$ cat src/common/eipb_pkg.sv
// Purpose: Constants for the extended interrupt priority block
// Assumes: APB with 32-bit data, one aligned word per register
// Notes:   Offsets and reset values are local choices
package eipb_pkg;
	localparam int          NUM_SRC         = 5;            // Sources covered
	localparam logic [11:0] PRIO_OFFSET     = 12'h000;      // Priority register
	localparam logic [11:0] PENDING_OFFSET  = 12'h004;      // Pending requests, read only
	localparam logic [11:0] ACTIVE_OFFSET   = 12'h008;      // Service level status
	localparam logic [11:0] ACK_OFFSET      = 12'h00C;      // Service acknowledge/return
	localparam logic [7:0]  PRIO_RESET      = 8'h00;        // All low after reset
	localparam logic [7:0]  PRIO_WMASK      = 8'h37;        // Bits 5,4,2,1,0 writable
	localparam int          BIT_CS_CMP      = 5;            // Comparator priority bit
	localparam int          BIT_CS_DONE     = 4;            // Conversion done priority bit
	localparam int          BIT_UNUSED      = 3;            // Unused bit
	localparam int          BIT_RTC_FAIL    = 2;            // Oscillator fail priority bit
	localparam int          BIT_PORT_MATCH  = 1;            // Port match priority bit
	localparam int          BIT_EARLY_WARN  = 0;            // Early warning priority bit
	localparam logic [4:0]  NO_SRC          = 5'h1F;        // Id meaning no request
	localparam logic [3:0]  ACK_ENTER_LOW   = 4'h1;         // Core enters low routine
	localparam logic [3:0]  ACK_ENTER_HIGH  = 4'h2;         // Core enters high routine
	localparam logic [3:0]  ACK_RETURN      = 4'h4;         // Core returns from routine
endpackage : eipb_pkg

$ cat src/rtl/eipb_arbiter.sv
// Purpose: Pick one pending request at each priority level, high and low apart
// Assumes: Requests and priority bits are synchronous to pclk
// Notes:   Lowest source index wins within a level
`timescale 1ns/1ps
`default_nettype none
module eipb_arbiter #(
	parameter int N = 5
) (
	input  wire logic [N-1:0] req,
	input  wire logic [N-1:0] prio,
	output logic              hit_high,
	output logic              hit_low,
	output logic [4:0]        sel_high,
	output logic [4:0]        sel_low
);
	// Ids are five bits wide and the all-ones id means none
	if (N < 1 || N > 31) begin : g_bad_n
		$error("eipb_arbiter serves one to thirty-one sources");
	end

	// Fixed-order search; highest index first so lowest index wins
	always_comb begin
		hit_high = 1'b0;
		hit_low  = 1'b0;
		sel_high = eipb_pkg::NO_SRC;
		sel_low  = eipb_pkg::NO_SRC;
		for (int i = N - 1; i >= 0; i--) begin
			if (req[i] && prio[i]) begin
				hit_high = 1'b1;
				sel_high = 5'(i);
			end
			if (req[i] && !prio[i]) begin
				hit_low = 1'b1;
				sel_low = 5'(i);
			end
		end
	end
endmodule : eipb_arbiter
`default_nettype wire

$ cat src/rtl/eipb_top.sv
// Purpose: Priority-select register for five extended interrupt sources
// Assumes: Core acknowledges entry and return through the ack register
// Notes:   Pending inputs come from flag logic on the same clock
//
// Notes on behaviour
// - Bit five sets comparator priority level
// - Bit four sets conversion done priority
// - Bit three reads zero, writes ignored
// - Bit two sets oscillator fail priority
// - Bit one sets port match priority
// - Bit zero sets early warning priority
`timescale 1ns/1ps
`default_nettype none
module eipb_top #(
	parameter int NUM_SRC = eipb_pkg::NUM_SRC
) (
	input  wire logic        pclk,
	input  wire logic        presetn,
	input  wire logic        psel,
	input  wire logic        penable,
	input  wire logic        pwrite,
	input  wire logic [11:0] paddr,
	input  wire logic [31:0] pwdata,
	input  wire logic [3:0]  pstrb,
	output logic [31:0]      prdata,
	output logic             pready,
	output logic             pslverr,
	input  wire logic        capsense_comparator_req,
	input  wire logic        capsense_conv_done_req,
	input  wire logic        rtc_osc_fail_req,
	input  wire logic        port_match_req,
	input  wire logic        supply_early_warn_req,
	output logic             core_irq_valid,
	output logic             core_irq_high,
	output logic [4:0]       core_irq_src,
	output logic [7:0]       prio_levels
);
	// ----------------------------------------------------------------
	// Elaboration check
	// ----------------------------------------------------------------
	// The request vector below is wired for exactly five named inputs
	if (NUM_SRC != eipb_pkg::NUM_SRC) begin : g_bad_num
		$error("eipb_top serves exactly five sources");
	end

	// ----------------------------------------------------------------
	// State
	// ----------------------------------------------------------------
	logic [7:0]         prio;          // Priority register
	logic               in_low;        // Core runs a low routine
	logic               in_high;       // Core runs a high routine
	logic [NUM_SRC-1:0] req;           // Pending requests, source order
	logic [NUM_SRC-1:0] prio_vec;      // Priority bit per source
	logic               hit_high;      // Some high request pending
	logic               hit_low;       // Some low request pending
	logic [4:0]         sel_high;      // Chosen high source
	logic [4:0]         sel_low;       // Chosen low source
	logic               setup_ok;      // Access phase of any transfer
	logic               wr_en;         // Write takes effect
	logic               addr_ok;       // Address maps to a register
	logic [31:0]        next_rdata;    // Read mux output
	logic [7:0]         next_prio;     // Masked write value
	logic               next_valid;    // Request to present
	logic               next_high;     // Level of presented request
	logic [4:0]         next_src;      // Id of presented request

	// Source index 0..4 is comparator, done, osc fail, port match, warn
	assign req = {supply_early_warn_req, port_match_req, rtc_osc_fail_req,
		capsense_conv_done_req, capsense_comparator_req};
	assign prio_vec = {prio[eipb_pkg::BIT_EARLY_WARN],
		prio[eipb_pkg::BIT_PORT_MATCH],
		prio[eipb_pkg::BIT_RTC_FAIL],
		prio[eipb_pkg::BIT_CS_DONE],
		prio[eipb_pkg::BIT_CS_CMP]};

	// ----------------------------------------------------------------
	// APB decode
	// ----------------------------------------------------------------
	assign setup_ok = psel && penable;
	assign wr_en    = setup_ok && pwrite && addr_ok;

	// Only the defined words answer without error
	always_comb begin
		if (paddr == eipb_pkg::PRIO_OFFSET) begin
			addr_ok = 1'b1;
		end else if (paddr == eipb_pkg::PENDING_OFFSET) begin
			addr_ok = !pwrite;
		end else if (paddr == eipb_pkg::ACTIVE_OFFSET) begin
			addr_ok = !pwrite;
		end else if (paddr == eipb_pkg::ACK_OFFSET) begin
			addr_ok = pwrite;
		end else begin
			addr_ok = 1'b0;
		end
	end

	// Reads have no side effects, so a master may repeat one safely
	// The pending word shows raw request levels, not the presented one
	// Read mux; unused bit three and upper bits read zero
	always_comb begin
		next_rdata = 32'h0000_0000;
		if (paddr == eipb_pkg::PRIO_OFFSET) begin
			next_rdata[7:0] = prio & eipb_pkg::PRIO_WMASK;
		end else if (paddr == eipb_pkg::PENDING_OFFSET) begin
			next_rdata[NUM_SRC-1:0] = req;
		end else if (paddr == eipb_pkg::ACTIVE_OFFSET) begin
			next_rdata[1:0] = {in_high, in_low};
		end
	end

	// Byte lane 0 carries the whole register; write mask drops bit three
	assign next_prio = (pwdata[7:0] & eipb_pkg::PRIO_WMASK);

	// Trade-off: ready is a flop rather than a constant, so read data and
	// the error flag are captured at setup and stand steady through access
	// Zero-wait slave: ready answers in the first access cycle
	always_ff @(posedge pclk or negedge presetn) begin
		if (!presetn) begin
			pready  <= 1'b0;
			pslverr <= 1'b0;
			prdata  <= 32'h0000_0000;
		end else begin
			pready  <= psel && !penable;
			pslverr <= 1'b0;
			if (psel && !penable) begin
				prdata  <= pwrite ? 32'h0000_0000 : next_rdata;
				pslverr <= !addr_ok;
			end
		end
	end

	// ----------------------------------------------------------------
	// Priority register
	// ----------------------------------------------------------------
	// A refused or strobe-less write leaves the register untouched;
	// bit three is masked off on the way in, so it can never read one
	// Write lands at the access edge when pready is high
	always_ff @(posedge pclk or negedge presetn) begin
		if (!presetn) begin
			prio <= eipb_pkg::PRIO_RESET;
		end else if (wr_en && pready && pstrb[0] &&
			paddr == eipb_pkg::PRIO_OFFSET) begin
			prio <= next_prio;
		end
	end

	// ----------------------------------------------------------------
	// Service level tracking
	// ----------------------------------------------------------------
	// Limitation: one high level nested inside one low level is all that
	// is tracked; entry codes other than the three defined are ignored,
	// and a return with neither level open does nothing
	// Core reports entry and return; a return closes the higher level first
	always_ff @(posedge pclk or negedge presetn) begin
		if (!presetn) begin
			in_low  <= 1'b0;
			in_high <= 1'b0;
		end else if (wr_en && pready && paddr == eipb_pkg::ACK_OFFSET) begin
			if (pwdata[3:0] == eipb_pkg::ACK_ENTER_HIGH) begin
				in_high <= 1'b1;
			end else if (pwdata[3:0] == eipb_pkg::ACK_ENTER_LOW) begin
				in_low <= 1'b1;
			end else if (pwdata[3:0] == eipb_pkg::ACK_RETURN) begin
				if (in_high) begin
					in_high <= 1'b0;
				end else begin
					in_low <= 1'b0;
				end
			end
		end
	end

	// ----------------------------------------------------------------
	// Arbitration
	// ----------------------------------------------------------------
	eipb_arbiter #(
		.N (NUM_SRC)
	) u_arb (
		.req      (req),
		.prio     (prio_vec),
		.hit_high (hit_high),
		.hit_low  (hit_low),
		.sel_high (sel_high),
		.sel_low  (sel_low)
	);

	// The arbiter itself is combinational; the choice is registered below
	// so that every output towards the core comes straight from a flop
	// High beats low; high may preempt a low routine, nothing preempts high
	always_comb begin
		next_valid = 1'b0;
		next_high  = 1'b0;
		next_src   = eipb_pkg::NO_SRC;
		if (hit_high && !in_high) begin
			next_valid = 1'b1;
			next_high  = 1'b1;
			next_src   = sel_high;
		end else if (hit_low && !in_high && !in_low) begin
			next_valid = 1'b1;
			next_src   = sel_low;
		end
	end

	// The priority copy trails the register by one cycle, the same lag as
	// the presented request, so both describe the same moment to a watcher
	// Registered request to the core, one cycle behind the inputs
	always_ff @(posedge pclk or negedge presetn) begin
		if (!presetn) begin
			core_irq_valid <= 1'b0;
			core_irq_high  <= 1'b0;
			core_irq_src   <= eipb_pkg::NO_SRC;
			prio_levels    <= eipb_pkg::PRIO_RESET;
		end else begin
			core_irq_valid <= next_valid;
			core_irq_high  <= next_high;
			core_irq_src   <= next_src;
			prio_levels    <= prio & eipb_pkg::PRIO_WMASK;
		end
	end
endmodule : eipb_top
`default_nettype wire

$ cat config.mk
export PLATFORM = sky130hd
export DESIGN_NAME = eipb_top
export DESIGN_NICKNAME = d
export VERILOG_FILES = /design/src/common/eipb_pkg.sv /design/src/rtl/eipb_arbiter.sv /design/src/rtl/eipb_top.sv
export SDC_FILE = /design/constraint.sdc
export NUM_CORES = 1
export LEC_CHECK = 0
export BUFFER_PORTS_ARGS = -buffer_cell sky130_fd_sc_hd__buf_2
export CAP_MARGIN = 20
export CORE_ASPECT_RATIO = 1.25
export CORE_UTILIZATION = 44
export DETAILED_ROUTE_END_ITERATION = 7
export PLACE_DENSITY = 0.91
export REMOVE_ABC_BUFFERS = 1
export SYNTH_ARGS = -nofsm -noshare
export SYNTH_HDL_FRONTEND = slang
export SYNTH_SLANG_ARGS = --single-unit
$ cat constraint.sdc
create_clock -name pclk -period 2.8 [get_ports pclk]
set_input_delay 0.14 -clock pclk [delete_from_list [all_inputs] [get_ports pclk]]
set_output_delay 0.14 -clock pclk [all_outputs]
set_load 0.005 [all_outputs]
Yosys cells after proc, flatten, opt, wreduce, memory -nomap -nowiden:

Index checks and enable logic that the tools add are counted.
W data, S select, Z words.

* bits in registers: 53
* bits of input ports: 58

* equality and inequality tests: 8
* multiplexer cells: 42
* bitwise gates (word level): 1
* reduce and logical (&&, ||, !) cells: 36

Operators by type and width (count)
* $mux W5: 13
* $mux W1: 25
* $eq A12 B4 Y1 const B: 2
* $logic_and A1 B1 Y1: 21
* $eq A12 B3 Y1 const B: 1
* $logic_not A12 Y1: 1
* $logic_not A1 Y1: 10
* $mux W8: 1
* $eq A4 B1 Y1 const B: 1
* $eq A4 B2 Y1 const B: 1
* $eq A4 B3 Y1 const B: 1
* $mux W2: 2
* $reduce_and A4 Y1: 1
* $reduce_bool A2 Y1: 2
* $mux W3: 1
* $reduce_and A3 Y1: 1
* $ne A2 B1 Y1 const B: 1
* $ne A2 B2 Y1 const B: 1
* $not A1 Y1: 1

Depth between registers and ports, before layout:

* depth after elaboration: 11
* mapped depth: 5

Modules after synthesis:

From an unflattened synthesis, not the netlist that was laid out.

* cells, all modules: 164
* area, all modules: 1612.8 um2

Modules (own cells, without submodules)
* eipb_top: instances 1, cells each 138, area each 1447.6 um2, seq. area each 681.9 um2
* eipb_arbiter: instances 1, cells each 26, area each 165.2 um2, seq. area each 0.0 um2

Worst setup path before layout:

No wires, ideal clock.

* kind: input port to flip-flop
* start point: in paddr[5]
* end point: reg prdata[1]
* library setup time: 0.122 ns
* arrival: 1.343 ns
* data required time: 2.678 ns
* slack: 1.336 ns
* stages on the path: 5
* path buffers: 1
* cells stage by stage: nor4_2 -> nand3_2 -> buf_6 -> or4_1 -> a32o_1

* longest elaborated chain between the ends: 5
* elaborated cells on any way between the ends: 7

Ends and longest elaborated chain
* start: declaration: line eipb_top.sv:22 `input wire logic [11:0] paddr,`
* $eq A12 B4 Y1: line eipb_top.sv:106 `end else if (paddr == eipb_pkg::ACTIVE_OFFSET) begin`
* $mux W2: line eipb_top.sv:106
* $mux W2: line eipb_top.sv:104 `end else if (paddr == eipb_pkg::PENDING_OFFSET) begin`
* $mux W5 *: line eipb_top.sv:102 `if (paddr == eipb_pkg::PRIO_OFFSET) begin`
* $mux W8 *: line eipb_top.sv:126 `prdata <= pwrite ? 32'h0000_0000 : next_rdata;`
* end signal: assignment: line eipb_top.sv:126
* end: declaration: line eipb_top.sv:25 `output logic [31:0] prdata,`

Every way passes the cells marked *; elsewhere a longest branch is shown, timed or not.
A chain may end at the register's enable or synchronous reset.

Worst setup path after layout:

* start point: reg prio[2]
* end point: reg prdata[2]

* longest elaborated chain between the ends: 2

Ends and longest elaborated chain
* start: declaration: line eipb_top.sv:49 `logic [7:0] prio;`
* start signal: assignment: line eipb_top.sv:140 `prio <= eipb_pkg::PRIO_RESET;`
* start signal: assignment: line eipb_top.sv:143 `prio <= next_prio;`
* $mux W5: line eipb_top.sv:102
* $mux W8: line eipb_top.sv:126

Every way passes these cells.

==> summary.txt <==
Routing
  – Initial DRC Count: 15
  – Final Routed Wirelength: 3010 um
  – Wire per inst: 12.9 um
  – Via-to-Cell Ratio: 5.18
  – DR vias: 1,211
  – 1st-pass router iterations: 4
  – DRC Markers: 0
  – Post-DRT Antenna Nets: 0

Layout
  – Most common cell after layout, fill and taps aside: buf_2
  – Antenna Cells: 0
  – Commonest non-fill, non-tap cells in the layout: 48 x buf_2, 29 x conb_1, 22 x dfrtp_1, 13 x nand2_1
  – Post-Layout Cell Count: 234
  – Area growth, synth to finish: 13.4%
  – # nets final: 256
  – Layout cells sized above 1: 35.0%

Global routing
  – Largest net degree at the start of global routing: 27
  – Vias in the first global route: 1,086
  – GRT Total Usage: 18.1%
  – Antenna violations before repair: 0
  – First-pass GRT wire length: 4800 um
  – Final global-route overflow total: 0

Place
  – Routability cong.: 0.832
  – Placed cell count: 229
  – Detail Placement HPWL: 2250 um
  – Port Buf Inserts: 48

Worst setup path
  – CP peak stage delay: 0.48 ns
  – R2r endpoint: prdata[2]
  – Worst r2r path cells: 3
  – Cell Chain, Critical Path: or3b_2 -> or4_1 -> o211ai_2
  – Reg2reg setup slack: 1.28 ns
  – Worst R2R Start: prio[2]
  – WP buf/inv: 0
  – CP max FO: 7
  – CP max stage cell: or3b_2
  – Setup crit end kind: flip-flop
  – CP required: 3.00 ns
  – CP startpoint kind: flip-flop
  – WS Path Type: reg2reg
  – Top delay family on crit path: simple AND/OR/NAND/NOR gates
  – Worst path arrival time: 1.73 ns

Pwr
  – Pwr dens: 405 nW/um2
  – Leak Pwr: 0.896 nW
  – Worst IR Drop VDD: 0.000275 V

Clocking
  – CTS buffer count: 3
  – Resized cells post-CTS: 0
  – Worst-Skew Late Latency: 0.27 ns
  – CTS Buffer Depth: 2
  – CTS H-tree lvls: 1
  – Post-CTS setup buffers: 0
  – CTS tree: yes
  – Hold_buf cts: 1
  – CTS root buf: clkbuf_8
  – CTS sink count: 26
  – Clk slew on worst S/H paths: 0.09 ns

Hold path
  – Hold path start: pwdata[4]
  – Worst Hold Class: in2reg
  – Hold Path Depth: 2
  – Min-Delay Endpoint: prio[4]

Die
  – Die area: 3710 um2
  – Starting density of the core: 47.0%
  – Die X: 54.7 um
  – Row cnt: 23
  – Die boundary height: 67.9 um
  – Ports: 107
  – Core Area: 3250 um2

Run status
  – Outcome: finished, final reports clean

Timing
  – Fmax achieved: 657 MHz
  – Worst Skew: 0.00422 ns
  – Slew HR: 62.5%
  – Final Hold Vio Count: 0
  – Worst Tran Pin Value: 0.563 ns
  – Final max-slew violation count: 0
  – Crit path time final: 1.52 ns
  – RSZ-0062 raised after global routing: false
  – Fin crit share: 54.4%
  – Finish-stage setup viols: 0
  – Setup tns final: 0 ns

Yosys
  – Synth Warn #: 0
  – Post-Syn Area: 1530 um2
  – Mean Syn Cell Area: 10.1 um2
  – Post-synth EDFFs: 0
  – Async SR Flop Fraction: 100%
  – Post-synthesis register bit count: 26
  – Netlist cell types: 45
  – Seq/Total Area, Yosys: 42.9%
  – Synth Flop Type: dfrtp_1
  – Cells after Synth: 151

Run
  – Max capacitance violation total: 0
[cell families after synthesis]
logic type	after synthesis	synth area share, %
buffers and inverters	40	17.7
DFF	26	42.9
and+or+nand+nor	49	20.3
muxes	6	4.34
other	1	0.245
AOI/OAI and AO/OA	28	13.9
xor gates and xnor gates	1	0.573
[cell usage after synthesis, types with 2 or more instances]
master / number / area (um2)
nor2b_1: 4 / 25.0
a211oi_1: 2 / 15.0
buf_4: 30 / 225
dfstp_2: 4 / 105
mux2_2: 5 / 56.3
nand2_1: 13 / 48.8
a31oi_1: 4 / 25.0
a22oi_1: 3 / 22.5
o21ai_0: 2 / 10.0
inv_1: 5 / 18.8
nor3_1: 2 / 10.0
nor4_1: 2 / 12.5
clkbuf_1: 4 / 15.0
or4_1: 4 / 30.0
a32o_1: 2 / 20.0
nor4_2: 2 / 25.0
nor2_1: 6 / 22.5
dfrtp_1: 22 / 551
o21ai_1: 3 / 15.0
nand2b_1: 6 / 37.5
o22a_1: 2 / 17.5
[flip-flops by register name (all words and copies together), names as in the netlist]
signal / count
core_irq_high: 1
prio: 5
prdata: 6
in_high: 1
pslverr: 1
in_low: 1
core_irq_src: 4
core_irq_valid: 1
prio_levels: 5
pready: 1
[power by group]
group | leakage [nW] | switching [mW] | internal, mW | total [mW]
sequential | 0.342 | 0.00109 | 0.381 | 0.382
clock | 0.0288 | 0.115 | 0.126 | 0.241
combinational | 0.526 | 0.0490 | 0.0297 | 0.0787
[worst register-to-register path, cell delays in order, from the launching register on]
cell and delay, ns:
dfrtp_1 0.46, or3b_2 0.48, or4_1 0.44, o211ai_2 0.08
[routing by layer]
layer	global-route usage (%)	part of all wire (%)	wire length, um	vias to the layer above
li1	-	-	-	576
met1	19.9	38	1140	579
met2	32.2	54	1630	52
met3	3.78	6.6	199	4
met4	8.01	1.4	42	0
met5	0	0	0	-
[worst max-delay path by stage]
stage             start               to  slack (ns)  depth (start not counted)
2_1_floorplan  paddr[5]          prio[0]        1.32                          4
3_3_place_gp   paddr[5]          prio[1]        1.04                          5
3_5_place_dp   paddr[5]          prio[5]         1.0                          5
4_1_cts        paddr[5]          prio[5]        1.28                          5
5_1_grt         prio[2]  core_irq_src[0]        1.17                          4
6_report        prio[2]        prdata[2]        1.28                          3
[area by class of cell]
type	count	area (um2)
Sequential cell	26	656
Fill cell	296	1520
Clock buffer	4	55.1
Inverter	5	18.8
Timing Repair Buffer	49	250
Tap cell	37	46.3
Multi-Input combinational cell	113	707
[per-stage QoR]
stage	utilization, %	setup WS [ns]	total power [mW]	hold WS, ns	area, um2
floorplan	-	1.32	0.421	-0.156	1380
global placement	51.3	1.04	0.465	0.159	1670
detailed placement	51.3	0.998	0.467	0.165	1670
CTS	53.3	1.28	0.706	0.0956	1730
global route	53.3	1.17	0.735	0.0959	1730
finish	53.3	1.28	0.702	0.0959	1730
Power figures use the tool's default switching activity.
